===== config.mk =====
export PLATFORM = sky130hd
export DESIGN_NAME = sct_ctrl
export DESIGN_NICKNAME = d
export VERILOG_FILES = /design/src/rtl/sct_pkg.sv /design/src/rtl/sct_timer.sv /design/src/rtl/sct_stop_gen.sv /design/src/rtl/sct_ctrl.sv
export SDC_FILE = /design/constraint.sdc
export NUM_CORES = 1
export LEC_CHECK = 0
export BUFFER_PORTS_ARGS = -buffer_cell sky130_fd_sc_hd__buf_2
export CAP_MARGIN = 5
export CORE_UTILIZATION = 35
export DETAILED_ROUTE_END_ITERATION = 6
export HOLD_SLACK_MARGIN = 0.15
export PLACE_DENSITY = 0.58
export SLEW_MARGIN = 0
export SYNTH_ARGS = -nofsm -noshare
export SYNTH_HDL_FRONTEND = slang
export SYNTH_SLANG_ARGS = --single-unit

===== constraint.sdc =====
create_clock -name clk -period 1.61 [get_ports clk]
set_input_delay 0.0805 -clock clk [delete_from_list [all_inputs] [get_ports clk]]
set_output_delay 0.0805 -clock clk [all_outputs]
set_load 0.005 [all_outputs]

===== src/rtl/sct_pkg.sv =====
// Package of constants for the stop condition trigger block
package sct_pkg;
    // ----------------------------------------
    // Register map
    // ----------------------------------------
    localparam logic [3:0] ctrl_offset   = 4'h0;
    localparam logic [3:0] status_offset = 4'h4;
    localparam logic [3:0] event_offset  = 4'h8;
    // ----------------------------------------
    // Control register fields
    // ----------------------------------------
    localparam int stop_trigger_bit          = 0;
    localparam int start_trigger_bit         = 1;
    localparam int ack_generate_enable_bit   = 2;
    localparam int wait_timing_select_bit    = 3;
    localparam int wait_release_bit          = 5;
    localparam int communication_exit_bit    = 6;
    localparam int interface_enable_bit      = 7;
    // ----------------------------------------
    // Status register fields and control reset value
    // ----------------------------------------
    localparam int transmit_mode_flag_bit    = 3;
    localparam int master_status_bit         = 7;
    localparam int stop_busy_bit             = 0;
    localparam logic [7:0] ctrl_reset        = 8'h00;
    // ----------------------------------------
    // Timing
    // ----------------------------------------
    localparam int clk_mhz                   = 50;
    localparam int stop_setup_ns             = 4000;
    localparam int stop_setup_cycles         = (stop_setup_ns * clk_mhz + 999) / 1000;
    localparam logic [7:0] stop_setup_count  = 8'(stop_setup_cycles);
    // ----------------------------------------
    // Stop sequencer states
    // ----------------------------------------
    typedef enum logic [1:0] {
        st_idle     = 2'b00,
        st_sda_low  = 2'b01,
        st_scl_high = 2'b10,
        st_setup    = 2'b11
    } sct_state_type;
endpackage : sct_pkg


===== src/rtl/sct_timer.sv =====
// Setup time counter for the stop condition
`timescale 1ns/10ps
`default_nettype none
module sct_timer
    import sct_pkg::*;
(
    input  wire logic       clk,
    input  wire logic       rst,
    input  wire logic       start,
    input  wire logic       run,
    output logic            done
);
    logic [7:0] count;
    logic [7:0] next_count;

    always_comb begin
        if (start) begin
            next_count = stop_setup_count;
        end else if (run && count != 8'h00) begin
            next_count = count - 8'h01;
        end else begin
            next_count = count;
        end
    end

    always_ff @(posedge clk) begin
        if (rst) begin
            count <= 8'h00;
        end else begin
            count <= next_count;
        end
    end

    assign done = run && !start && count == 8'h01;
endmodule : sct_timer
`default_nettype wire


===== src/rtl/sct_stop_gen.sv =====
// Stop sequencer that drives the two bus lines
`timescale 1ns/10ps
`default_nettype none
module sct_stop_gen
    import sct_pkg::*;
(
    input  wire logic       clk,
    input  wire logic       rst,
    input  wire logic       go,
    input  wire logic       abort,
    input  wire logic       scl_in,
    output logic            sda_low,
    output logic            scl_low,
    output logic            busy,
    output logic            done
);
    sct_state_type state;
    sct_state_type next_state;
    logic          tstart;
    logic          tdone;

    sct_timer u_timer (
        .clk   (clk),
        .rst   (rst),
        .start (tstart),
        .run   (state == st_setup),
        .done  (tdone)
    );

    always_comb begin
        next_state = state;
        tstart     = 1'b0;
        done       = 1'b0;
        case (state)
            st_idle: begin
                if (go) begin
                    next_state = st_sda_low;
                end
            end
            st_sda_low: begin
                next_state = st_scl_high;
            end
            st_scl_high: begin
                if (scl_in) begin
                    next_state = st_setup;
                    tstart     = 1'b1;
                end
            end
            st_setup: begin
                if (tdone) begin
                    next_state = st_idle;
                    done       = 1'b1;
                end
            end
            default: next_state = st_idle;
        endcase
        if (abort) begin
            next_state = st_idle;
            done       = 1'b0;
        end
    end

    always_ff @(posedge clk) begin
        if (rst) begin
            state <= st_idle;
        end else begin
            state <= next_state;
        end
    end

    assign sda_low = state != st_idle;
    assign scl_low = state == st_sda_low;
    assign busy    = state != st_idle;
endmodule : sct_stop_gen
`default_nettype wire


===== src/rtl/sct_ctrl.sv =====
// Stop condition trigger control with register port
//
// The strobed register port and the placing of the registers were chosen for this implementation.
`timescale 1ns/10ps
`default_nettype none
module sct_ctrl
    import sct_pkg::*;
(
    input  wire logic       clk,
    input  wire logic       rst,
    input  wire logic [3:0] addr,
    input  wire logic [7:0] wdata,
    input  wire logic       wr,
    input  wire logic       rd,
    output logic [7:0]      rdata,
    input  wire logic       scl_in,
    input  wire logic       sda_in,
    input  wire logic       arb_lost,
    input  wire logic       ninth_clock,
    input  wire logic       in_wait,
    input  wire logic       master_mode,
    input  wire logic       transmit_set,
    output logic            scl_out,
    output logic            scl_oe_n,
    output logic            sda_out,
    output logic            sda_oe_n,
    output logic            stop_detected,
    output logic            start_trigger,
    output logic            wait_timing_select,
    output logic            ack_generate_enable,
    output logic            communication_exit
);
    // ----------------------------------------
    // State
    // ----------------------------------------
    logic [7:0] ctrl;
    logic [7:0] next_ctrl;
    logic       stop_trigger;
    logic       next_stop_trigger;
    logic       transmit_mode_flag;
    logic       next_transmit_mode_flag;
    logic       sda_release;
    logic       next_sda_release;
    logic       stop_seen;
    logic       next_stop_seen;
    logic       scl_q;
    logic       sda_q;
    logic [7:0] next_rdata;
    logic       gen_busy;
    logic       gen_done;
    logic       gen_sda_low;
    logic       gen_scl_low;
    logic       ctrl_wr;
    logic       enable;
    logic       stop_armed;
    logic       next_stop_armed;
    logic [7:0] hold_count;
    logic [7:0] next_hold_count;

    function automatic logic hit(input logic [3:0] a, input logic [3:0] off);
        hit = a == off;
    endfunction : hit

    function automatic logic stop_request(input logic [7:0] d);
        stop_request = d[stop_trigger_bit] && d[interface_enable_bit];
    endfunction : stop_request

    assign ctrl_wr = wr && hit(addr, ctrl_offset);
    assign enable  = ctrl[interface_enable_bit];

    // ----------------------------------------
    // Stop sequencer
    // ----------------------------------------
    sct_stop_gen u_gen (
        .clk     (clk),
        .rst     (rst),
        .go      (stop_armed && stop_trigger && !gen_busy),
        .abort   (!stop_trigger),
        .scl_in  (scl_in),
        .sda_low (gen_sda_low),
        .scl_low (gen_scl_low),
        .busy    (gen_busy),
        .done    (gen_done)
    );

    // ----------------------------------------
    // Control and trigger next values
    // ----------------------------------------
    always_comb begin
        next_ctrl = ctrl;
        if (ctrl_wr) begin
            next_ctrl = wdata;
            next_ctrl[stop_trigger_bit]  = 1'b0;
            next_ctrl[wait_release_bit]  = 1'b0;
        end
        if (arb_lost || (ctrl_wr && wdata[communication_exit_bit])) begin
            next_ctrl[start_trigger_bit] = 1'b0;
        end
        next_ctrl[communication_exit_bit] = 1'b0;
        if (!next_ctrl[interface_enable_bit]) begin
            next_ctrl[start_trigger_bit] = 1'b0;
        end
        // Trigger set by write, cleared by the listed events
        next_stop_trigger = stop_trigger;
        if (ctrl_wr) begin
            next_stop_trigger = stop_request(wdata);
        end
        if (arb_lost || stop_seen || (ctrl_wr && wdata[communication_exit_bit])) begin
            next_stop_trigger = 1'b0;
        end
        if (!enable && !(ctrl_wr && wdata[interface_enable_bit])) begin
            next_stop_trigger = 1'b0;
        end
    end

    // ----------------------------------------
    // Stop launch, once per trigger write
    // ----------------------------------------
    always_comb begin
        next_stop_armed = stop_armed && !gen_busy;
        if (ctrl_wr && stop_request(wdata)) begin
            next_stop_armed = 1'b1;
        end
        if (!next_stop_trigger) begin
            next_stop_armed = 1'b0;
        end
    end

    always_ff @(posedge clk) begin
        if (rst) begin
            stop_armed <= 1'b0;
        end else begin
            stop_armed <= next_stop_armed;
        end
    end

    // ----------------------------------------
    // Bus line monitor and transmit flag
    // ----------------------------------------
    always_comb begin
        next_stop_seen = enable && scl_q && scl_in && !sda_q && sda_in;
        next_transmit_mode_flag = transmit_mode_flag;
        next_sda_release = sda_release;
        // Wait release in ninth clock clears the transmit flag and sets sda_release
        if (transmit_mode_flag && ctrl_wr && wdata[wait_release_bit] && ninth_clock) begin
            next_transmit_mode_flag = 1'b0;
            next_sda_release = 1'b1;
        end
        // Set wins over a release in the same cycle
        if (transmit_set) begin
            next_transmit_mode_flag = 1'b1;
            next_sda_release = 1'b0;
        end
        if (!enable || arb_lost) begin
            next_transmit_mode_flag = 1'b0;
        end
    end

    // ----------------------------------------
    // Read data; trigger reads as zero
    // ----------------------------------------
    always_comb begin
        next_rdata = 8'h00;
        if (rd && hit(addr, ctrl_offset)) begin
            next_rdata = ctrl;
            next_rdata[stop_trigger_bit] = 1'b0;
        end else if (rd && hit(addr, status_offset)) begin
            next_rdata[transmit_mode_flag_bit] = transmit_mode_flag;
            next_rdata[master_status_bit]      = master_mode;
            next_rdata[stop_busy_bit]          = gen_busy;
        end
    end

    always_ff @(posedge clk) begin
        if (rst) begin
            ctrl               <= ctrl_reset;
            stop_trigger       <= 1'b0;
            transmit_mode_flag <= 1'b0;
            sda_release        <= 1'b0;
            stop_seen          <= 1'b0;
            scl_q              <= 1'b1;
            sda_q              <= 1'b1;
            rdata              <= 8'h00;
        end else begin
            ctrl               <= next_ctrl;
            stop_trigger       <= next_stop_trigger;
            transmit_mode_flag <= next_transmit_mode_flag;
            sda_release        <= next_sda_release;
            stop_seen          <= next_stop_seen;
            scl_q              <= scl_in;
            sda_q              <= sda_in;
            rdata              <= next_rdata;
        end
    end

    // ----------------------------------------
    // Pins: stop drives SDA low then releases it
    // ----------------------------------------
    // With eight clock wait the ninth high phase may carry the stop
    assign scl_out  = 1'b0;
    assign scl_oe_n = !(gen_scl_low && enable);
    assign sda_out  = 1'b0;
    assign sda_oe_n = !(gen_sda_low && enable);

    assign stop_detected       = stop_seen;
    assign start_trigger       = ctrl[start_trigger_bit];
    assign wait_timing_select  = ctrl[wait_timing_select_bit];
    assign ack_generate_enable = ctrl[ack_generate_enable_bit];
    assign communication_exit  = ctrl_wr && wdata[communication_exit_bit];

    // ----------------------------------------
    // Setup hold counter for the checks
    // ----------------------------------------
    always_comb begin
        next_hold_count = 8'h00;
        if (gen_sda_low && !gen_scl_low && scl_in) begin
            next_hold_count = hold_count;
            if (hold_count != 8'hff) begin
                next_hold_count = hold_count + 8'h01;
            end
        end
    end

    always_ff @(posedge clk) begin
        if (rst) begin
            hold_count <= 8'h00;
        end else begin
            hold_count <= next_hold_count;
        end
    end

    // ----------------------------------------
    // Checks
    // ----------------------------------------
    no_stop_idle_a: assert property (@(posedge clk) disable iff (rst)
        !stop_trigger && !gen_busy |=> sda_oe_n)
        else $error("SDA driven with no stop pending");
    clear_on_arb_a: assert property (@(posedge clk) disable iff (rst)
        arb_lost |=> !stop_trigger)
        else $error("Trigger kept after arbitration loss");
    clear_on_stop_a: assert property (@(posedge clk) disable iff (rst)
        stop_seen |=> !stop_trigger)
        else $error("Trigger kept after stop seen");
    clear_on_wr_a: assert property (@(posedge clk) disable iff (rst)
        ctrl_wr && !wdata[stop_trigger_bit] |=> !stop_trigger)
        else $error("Trigger kept after write of zero");
    read_zero_a: assert property (@(posedge clk) disable iff (rst)
        rd && hit(addr, ctrl_offset) |=> !rdata[stop_trigger_bit])
        else $error("Trigger read back as one");
    release_sda_a: assert property (@(posedge clk) disable iff (rst)
        transmit_mode_flag && ctrl_wr && wdata[wait_release_bit] && ninth_clock
        && !transmit_set |=> !transmit_mode_flag && sda_release)
        else $error("Transmit flag not cleared on release");
    setup_time_a: assert property (@(posedge clk) disable iff (rst)
        $rose(gen_done) |-> $past(gen_sda_low, 2) && scl_in)
        else $error("Stop finished without setup phase");
    exit_clear_a: assert property (@(posedge clk) disable iff (rst)
        communication_exit |=> !stop_trigger && !start_trigger)
        else $error("Exit did not clear triggers");
    scl_pulse_a: assert property (@(posedge clk) disable iff (rst)
        gen_scl_low |=> !gen_scl_low)
        else $error("SCL held low for more than one cycle");
    hold_low_a: assert property (@(posedge clk) disable iff (rst)
        gen_busy && !gen_scl_low && !scl_in && !gen_done && stop_trigger |=> gen_sda_low)
        else $error("SDA released while SCL still low");
    setup_hold_a: assert property (@(posedge clk) disable iff (rst)
        $fell(gen_sda_low) && $past(gen_done) |-> hold_count >= stop_setup_count)
        else $error("Stop setup time too short");
    launch_once_a: assert property (@(posedge clk) disable iff (rst)
        (gen_done && !ctrl_wr) ##1 !ctrl_wr |=> !gen_busy)
        else $error("Stop sequence started again without a write");
    abort_idle_a: assert property (@(posedge clk) disable iff (rst)
        !stop_trigger |=> !gen_busy)
        else $error("Stop sequence kept after trigger clear");
    clear_on_off_a: assert property (@(posedge clk) disable iff (rst)
        !enable && !(ctrl_wr && wdata[interface_enable_bit]) |=> !stop_trigger)
        else $error("Trigger kept while disabled");
    flag_set_a: assert property (@(posedge clk) disable iff (rst)
        transmit_set && enable && !arb_lost |=> transmit_mode_flag)
        else $error("Transmit flag not set");
    flag_keep_a: assert property (@(posedge clk) disable iff (rst)
        transmit_mode_flag && !ninth_clock && enable && !arb_lost |=> transmit_mode_flag)
        else $error("Transmit flag cleared outside the ninth clock");
    enable_bit_a: assert property (@(posedge clk) disable iff (rst)
        ctrl_wr |=> enable == $past(wdata[interface_enable_bit]))
        else $error("Enable bit not taken from bit seven");
    read_ctrl_a: assert property (@(posedge clk) disable iff (rst)
        rd && hit(addr, ctrl_offset) |=> rdata[7:1] == $past(ctrl[7:1]))
        else $error("Control register read back wrong");
    stop_done_c: cover property (@(posedge clk) disable iff (rst) gen_done);
    release_c: cover property (@(posedge clk) disable iff (rst) $rose(sda_release));
    arb_abort_c: cover property (@(posedge clk) disable iff (rst) gen_busy && arb_lost);
    wait_stop_c: cover property (@(posedge clk) disable iff (rst)
        stop_trigger && in_wait && !wait_timing_select);
    exit_abort_c: cover property (@(posedge clk) disable iff (rst)
        gen_busy && communication_exit);
endmodule : sct_ctrl
`default_nettype wire


==> impl_metrics.py <==
metrics = {
    "critical_path": {
        "reg2reg_slack_ns": -0.02,
        "crit_type": "flop to flop",
        "crit_slowest_cell": "or4b_1",
        "crit_path_start": "u_gen.u_timer.count[0]",
        "cp.required_ns": 1.82,
        "r2r-start": "u_gen.u_timer.count[0]",
        "critical_path.startpoint_type": "flop",
        "crit_path_cell_trace": "inv_1 -> ha_1 -> or3b_2 -> o21ai_2 -> or4b_1 -> a21oi_2",
        "slowest_delay_ns": 0.49,
        "setup.worst_path.end_class": "flop",
        "cp.arrival_ns": 1.84,
        "cp_max_fo": 3,
        "critical_path.top_delay_family": "simple AND/OR/NAND/NOR gates",
        "path_buf_inv": 1,
    },
    "floorplanning": {
        "dieArea_mm2": 0.00401,
        "rows": 21,
        "start_util_pct": 38.0,
        "die_h_um": 63.3,
        "die_w_um": 63.3,
        "core_mm2": 0.00347,
        "ios": 40,
    },
    "yosys": {
        "synth_fa_ha_area_share_pct": 7.60,
        "synth_xor_area_share_pct": 2.00,
        "synth-edff-count": 0,
        "synth.area.mux_share_pct": 3.14,
        "synthTopCellsByCount": "dfxtp_1 (27), nand2_1 (22), nor2_1 (14)",
        "yosysWarnings": 0,
        "ys_seq_area_share_pct": 41.1,
        "ys_ff_latch": 27,
        "synthTopCellsByArea": "dfxtp_1 (41%), ha_1 (7.6%), nand2_1 (6.3%), nor2_1 (4.0%), a21oi_1 (3.8%)",
        "synth_top_area_cell": "dfxtp_1",
        "post-synth-top-count-cell": "dfxtp_1",
        "synth-simple-area-share_pct": 25.7,
        "synth.distinct_cells": 45,
        "ys_async_sr_fraction_pct": 0,
        "yosysTopAreaCellShare_pct": 41.1,
        "synth_top_family_by_area": "simple AND/OR/NAND/NOR gates",
        "syn_inst": 149,
        "synth_area_per_cell_um2": 8.83,
        "synth-compound-area-share_pct": 14.8,
        "synth_flop_cell": "dfxtp_1",
        "synth_area_mm2": 0.00132,
    },
    "status": {
        "status": "complete, but fails checks",
        "violations": "negative setup slack",
    },
    "cts": {
        "numCtsBuffers": 3,
        "clockBufferDepth": 2,
        "cts_tree": "yes",
        "clock-sinks": 27,
        "h-tree-depth": 1,
        "cts_root_buf": "clkbuf_8",
        "clk_latency_ns": 0.27,
        "cts.clk_slew.worst_paths_ns": 0.10,
    },
    "place": {
        "post-dp-hpwl_um": 2180,
        "place_inst": 232,
        "dpl-instance-area_mm2": 0.00156,
        "gp_congestion": 0.846,
        "portBuffers": 34,
    },
    "global_routing": {
        "grt_pass1_vias": 1202,
        "grt_max_degree": 17,
        "antenna_found_initial": 0,
        "grt_overflow_total": 0,
        "grt_pass1_wl_um": 5150,
        "grt.total_usage_pct": 16.4,
    },
    "detailed_routing": {
        "drt_iter0_drc": 56,
        "wl_um": 3130,
        "viasPerCell": 4.86,
        "dr.pass1.iters": 5,
        "wl_per_cell_um": 12.4,
        "vias": 1225,
        "drtAntennaViolNets": 0,
        "drc": 0,
    },
    "cells_and_area": {
        "antennaDiodeCount": 0,
        "fin_nets": 238,
        "drive_above_1_share_pct": 29.1,
        "postLayoutCellArea_mm2": 0.00179,
        "areaGrowthSynthToFinish_pct": 36.1,
        "fin_cells": 252,
        "final_core_util_pct": 51.7,
    },
    "timing": {
        "rsz0062_at_grt": "yes",
        "slew_viol_final": 0,
        "skew_ns": 0.00564,
        "period_minus_slack_ns": 1.63,
        "setup_viol": 1,
        "hold_viol_final": 0,
        "fin_ws_ns": -0.0190,
        "finalCritPeriodShare_pct": 101,
        "max_freq_mhz": 614,
    },
    "power": {
        "p_total_uw": 1160,
        "leakagePower_uw": 0.000748,
        "p_per_area_mw_per_mm2": 648,
        "ir_drop_mv": 0.514,
    },
    "min_path": {
        "min_from": "rst",
        "min_path_type": "input port to flop",
    },
    "job": {
        "drv_cap": 0,
    },
}
==> layout by cell type (no fill, tap or decap), drive strengths merged, types with 2 or more instances in the layout <==
master,instances
dfxtp,27
nand4,2
nor3b,2
dlygate4sd3,16
nor3,2
inv,10
xnor2,2
nand2b,2
a31oi,3
mux2i,3
nor2,14
ha,8
a211oi,3
nand2,22
o21ai,5
nor2b,2
and2,4
conb,4
clkbuf,3
a21oi,10
buf,39
or2,2
==> final cells by class <==
type / count / area (um2)
clock buffer: 3 / 41.3
clock inverter: 1 / 7.51
fill: 334 / 1680
inverter: 10 / 37.5
multi-input combinational: 110 / 737
sequential: 27 / 543
tap: 46 / 57.6
timing repair buffer: 55 / 368
==> power by group <==
group / switching [uW] / internal, uW
registers: 1.44 / 671
logic: 40.6 / 54.4
clock network: 217 / 176
==> metrics by stage <==
step	TNS (ns)	setup slack (ns)	hold WS (ns)
after floorplan	0	0.0436	0.153
after global placement	0	0.0952	0.265
after detailed placement	0	0.0284	0.267
after CTS	0	0.00229	0.153
after global routing	-0.300	-0.112	0.145
final	-0.0190	-0.0190	0.141
==> repair_timing <==
item / 4_1_cts / 5_1_grt
hold buffers: 15 / 1
endpoints found under the hold margin: 14 / 1
endpoints found under the setup margin: 0 / 6
buffers inserted: 0 / 0
resized for setup: 0 / 7
==> path summary, 6_finish.rpt <==
| path | cells past startpoint | to |
|---|---|---|
| setup / recovery | 6 | u_gen.u_timer.count[5] |
| hold / removal | 2 | ctrl[4] |
| setup reg to reg | 6 | u_gen.u_timer.count[5] |
| hold reg to reg | 2 | stop_detected |
==> metal layers <==
metal	GRT usage (%)	wire length, um
met2	29.0	1600
met3	2.17	85
met1	19.1	1370
met5	0	0
met4	8.52	72
==> worst register-to-register path, delay by kind of cell (launching register included) <==
kind | cells | cell delay [ns]
and+or+nand+nor | 2 | 0.72
AOI/OAI and AO/OA | 2 | 0.22
buffers and inverters | 1 | 0.07
DFF | 1 | 0.33
adders and majority gates | 1 | 0.22
==> state kept, by name, indices dropped and copies added (netlist names) <==
name,flops
u_gen.u_timer.count,8
rdata,6
ctrl,5
u_gen.state,2
scl_q,1
sda_q,1
stop_armed,1
stop_detected,1
stop_trigger,1
transmit_mode_flag,1
==> cell families after synthesis <==
family | count (synthesis)
xor+xnor | 3
fa+ha+maj | 8
flops | 27
other cells | 1
mux | 4
simple gates | 62
buf+inv | 15
compound gates | 29
Power figures use the tool's default switching activity.
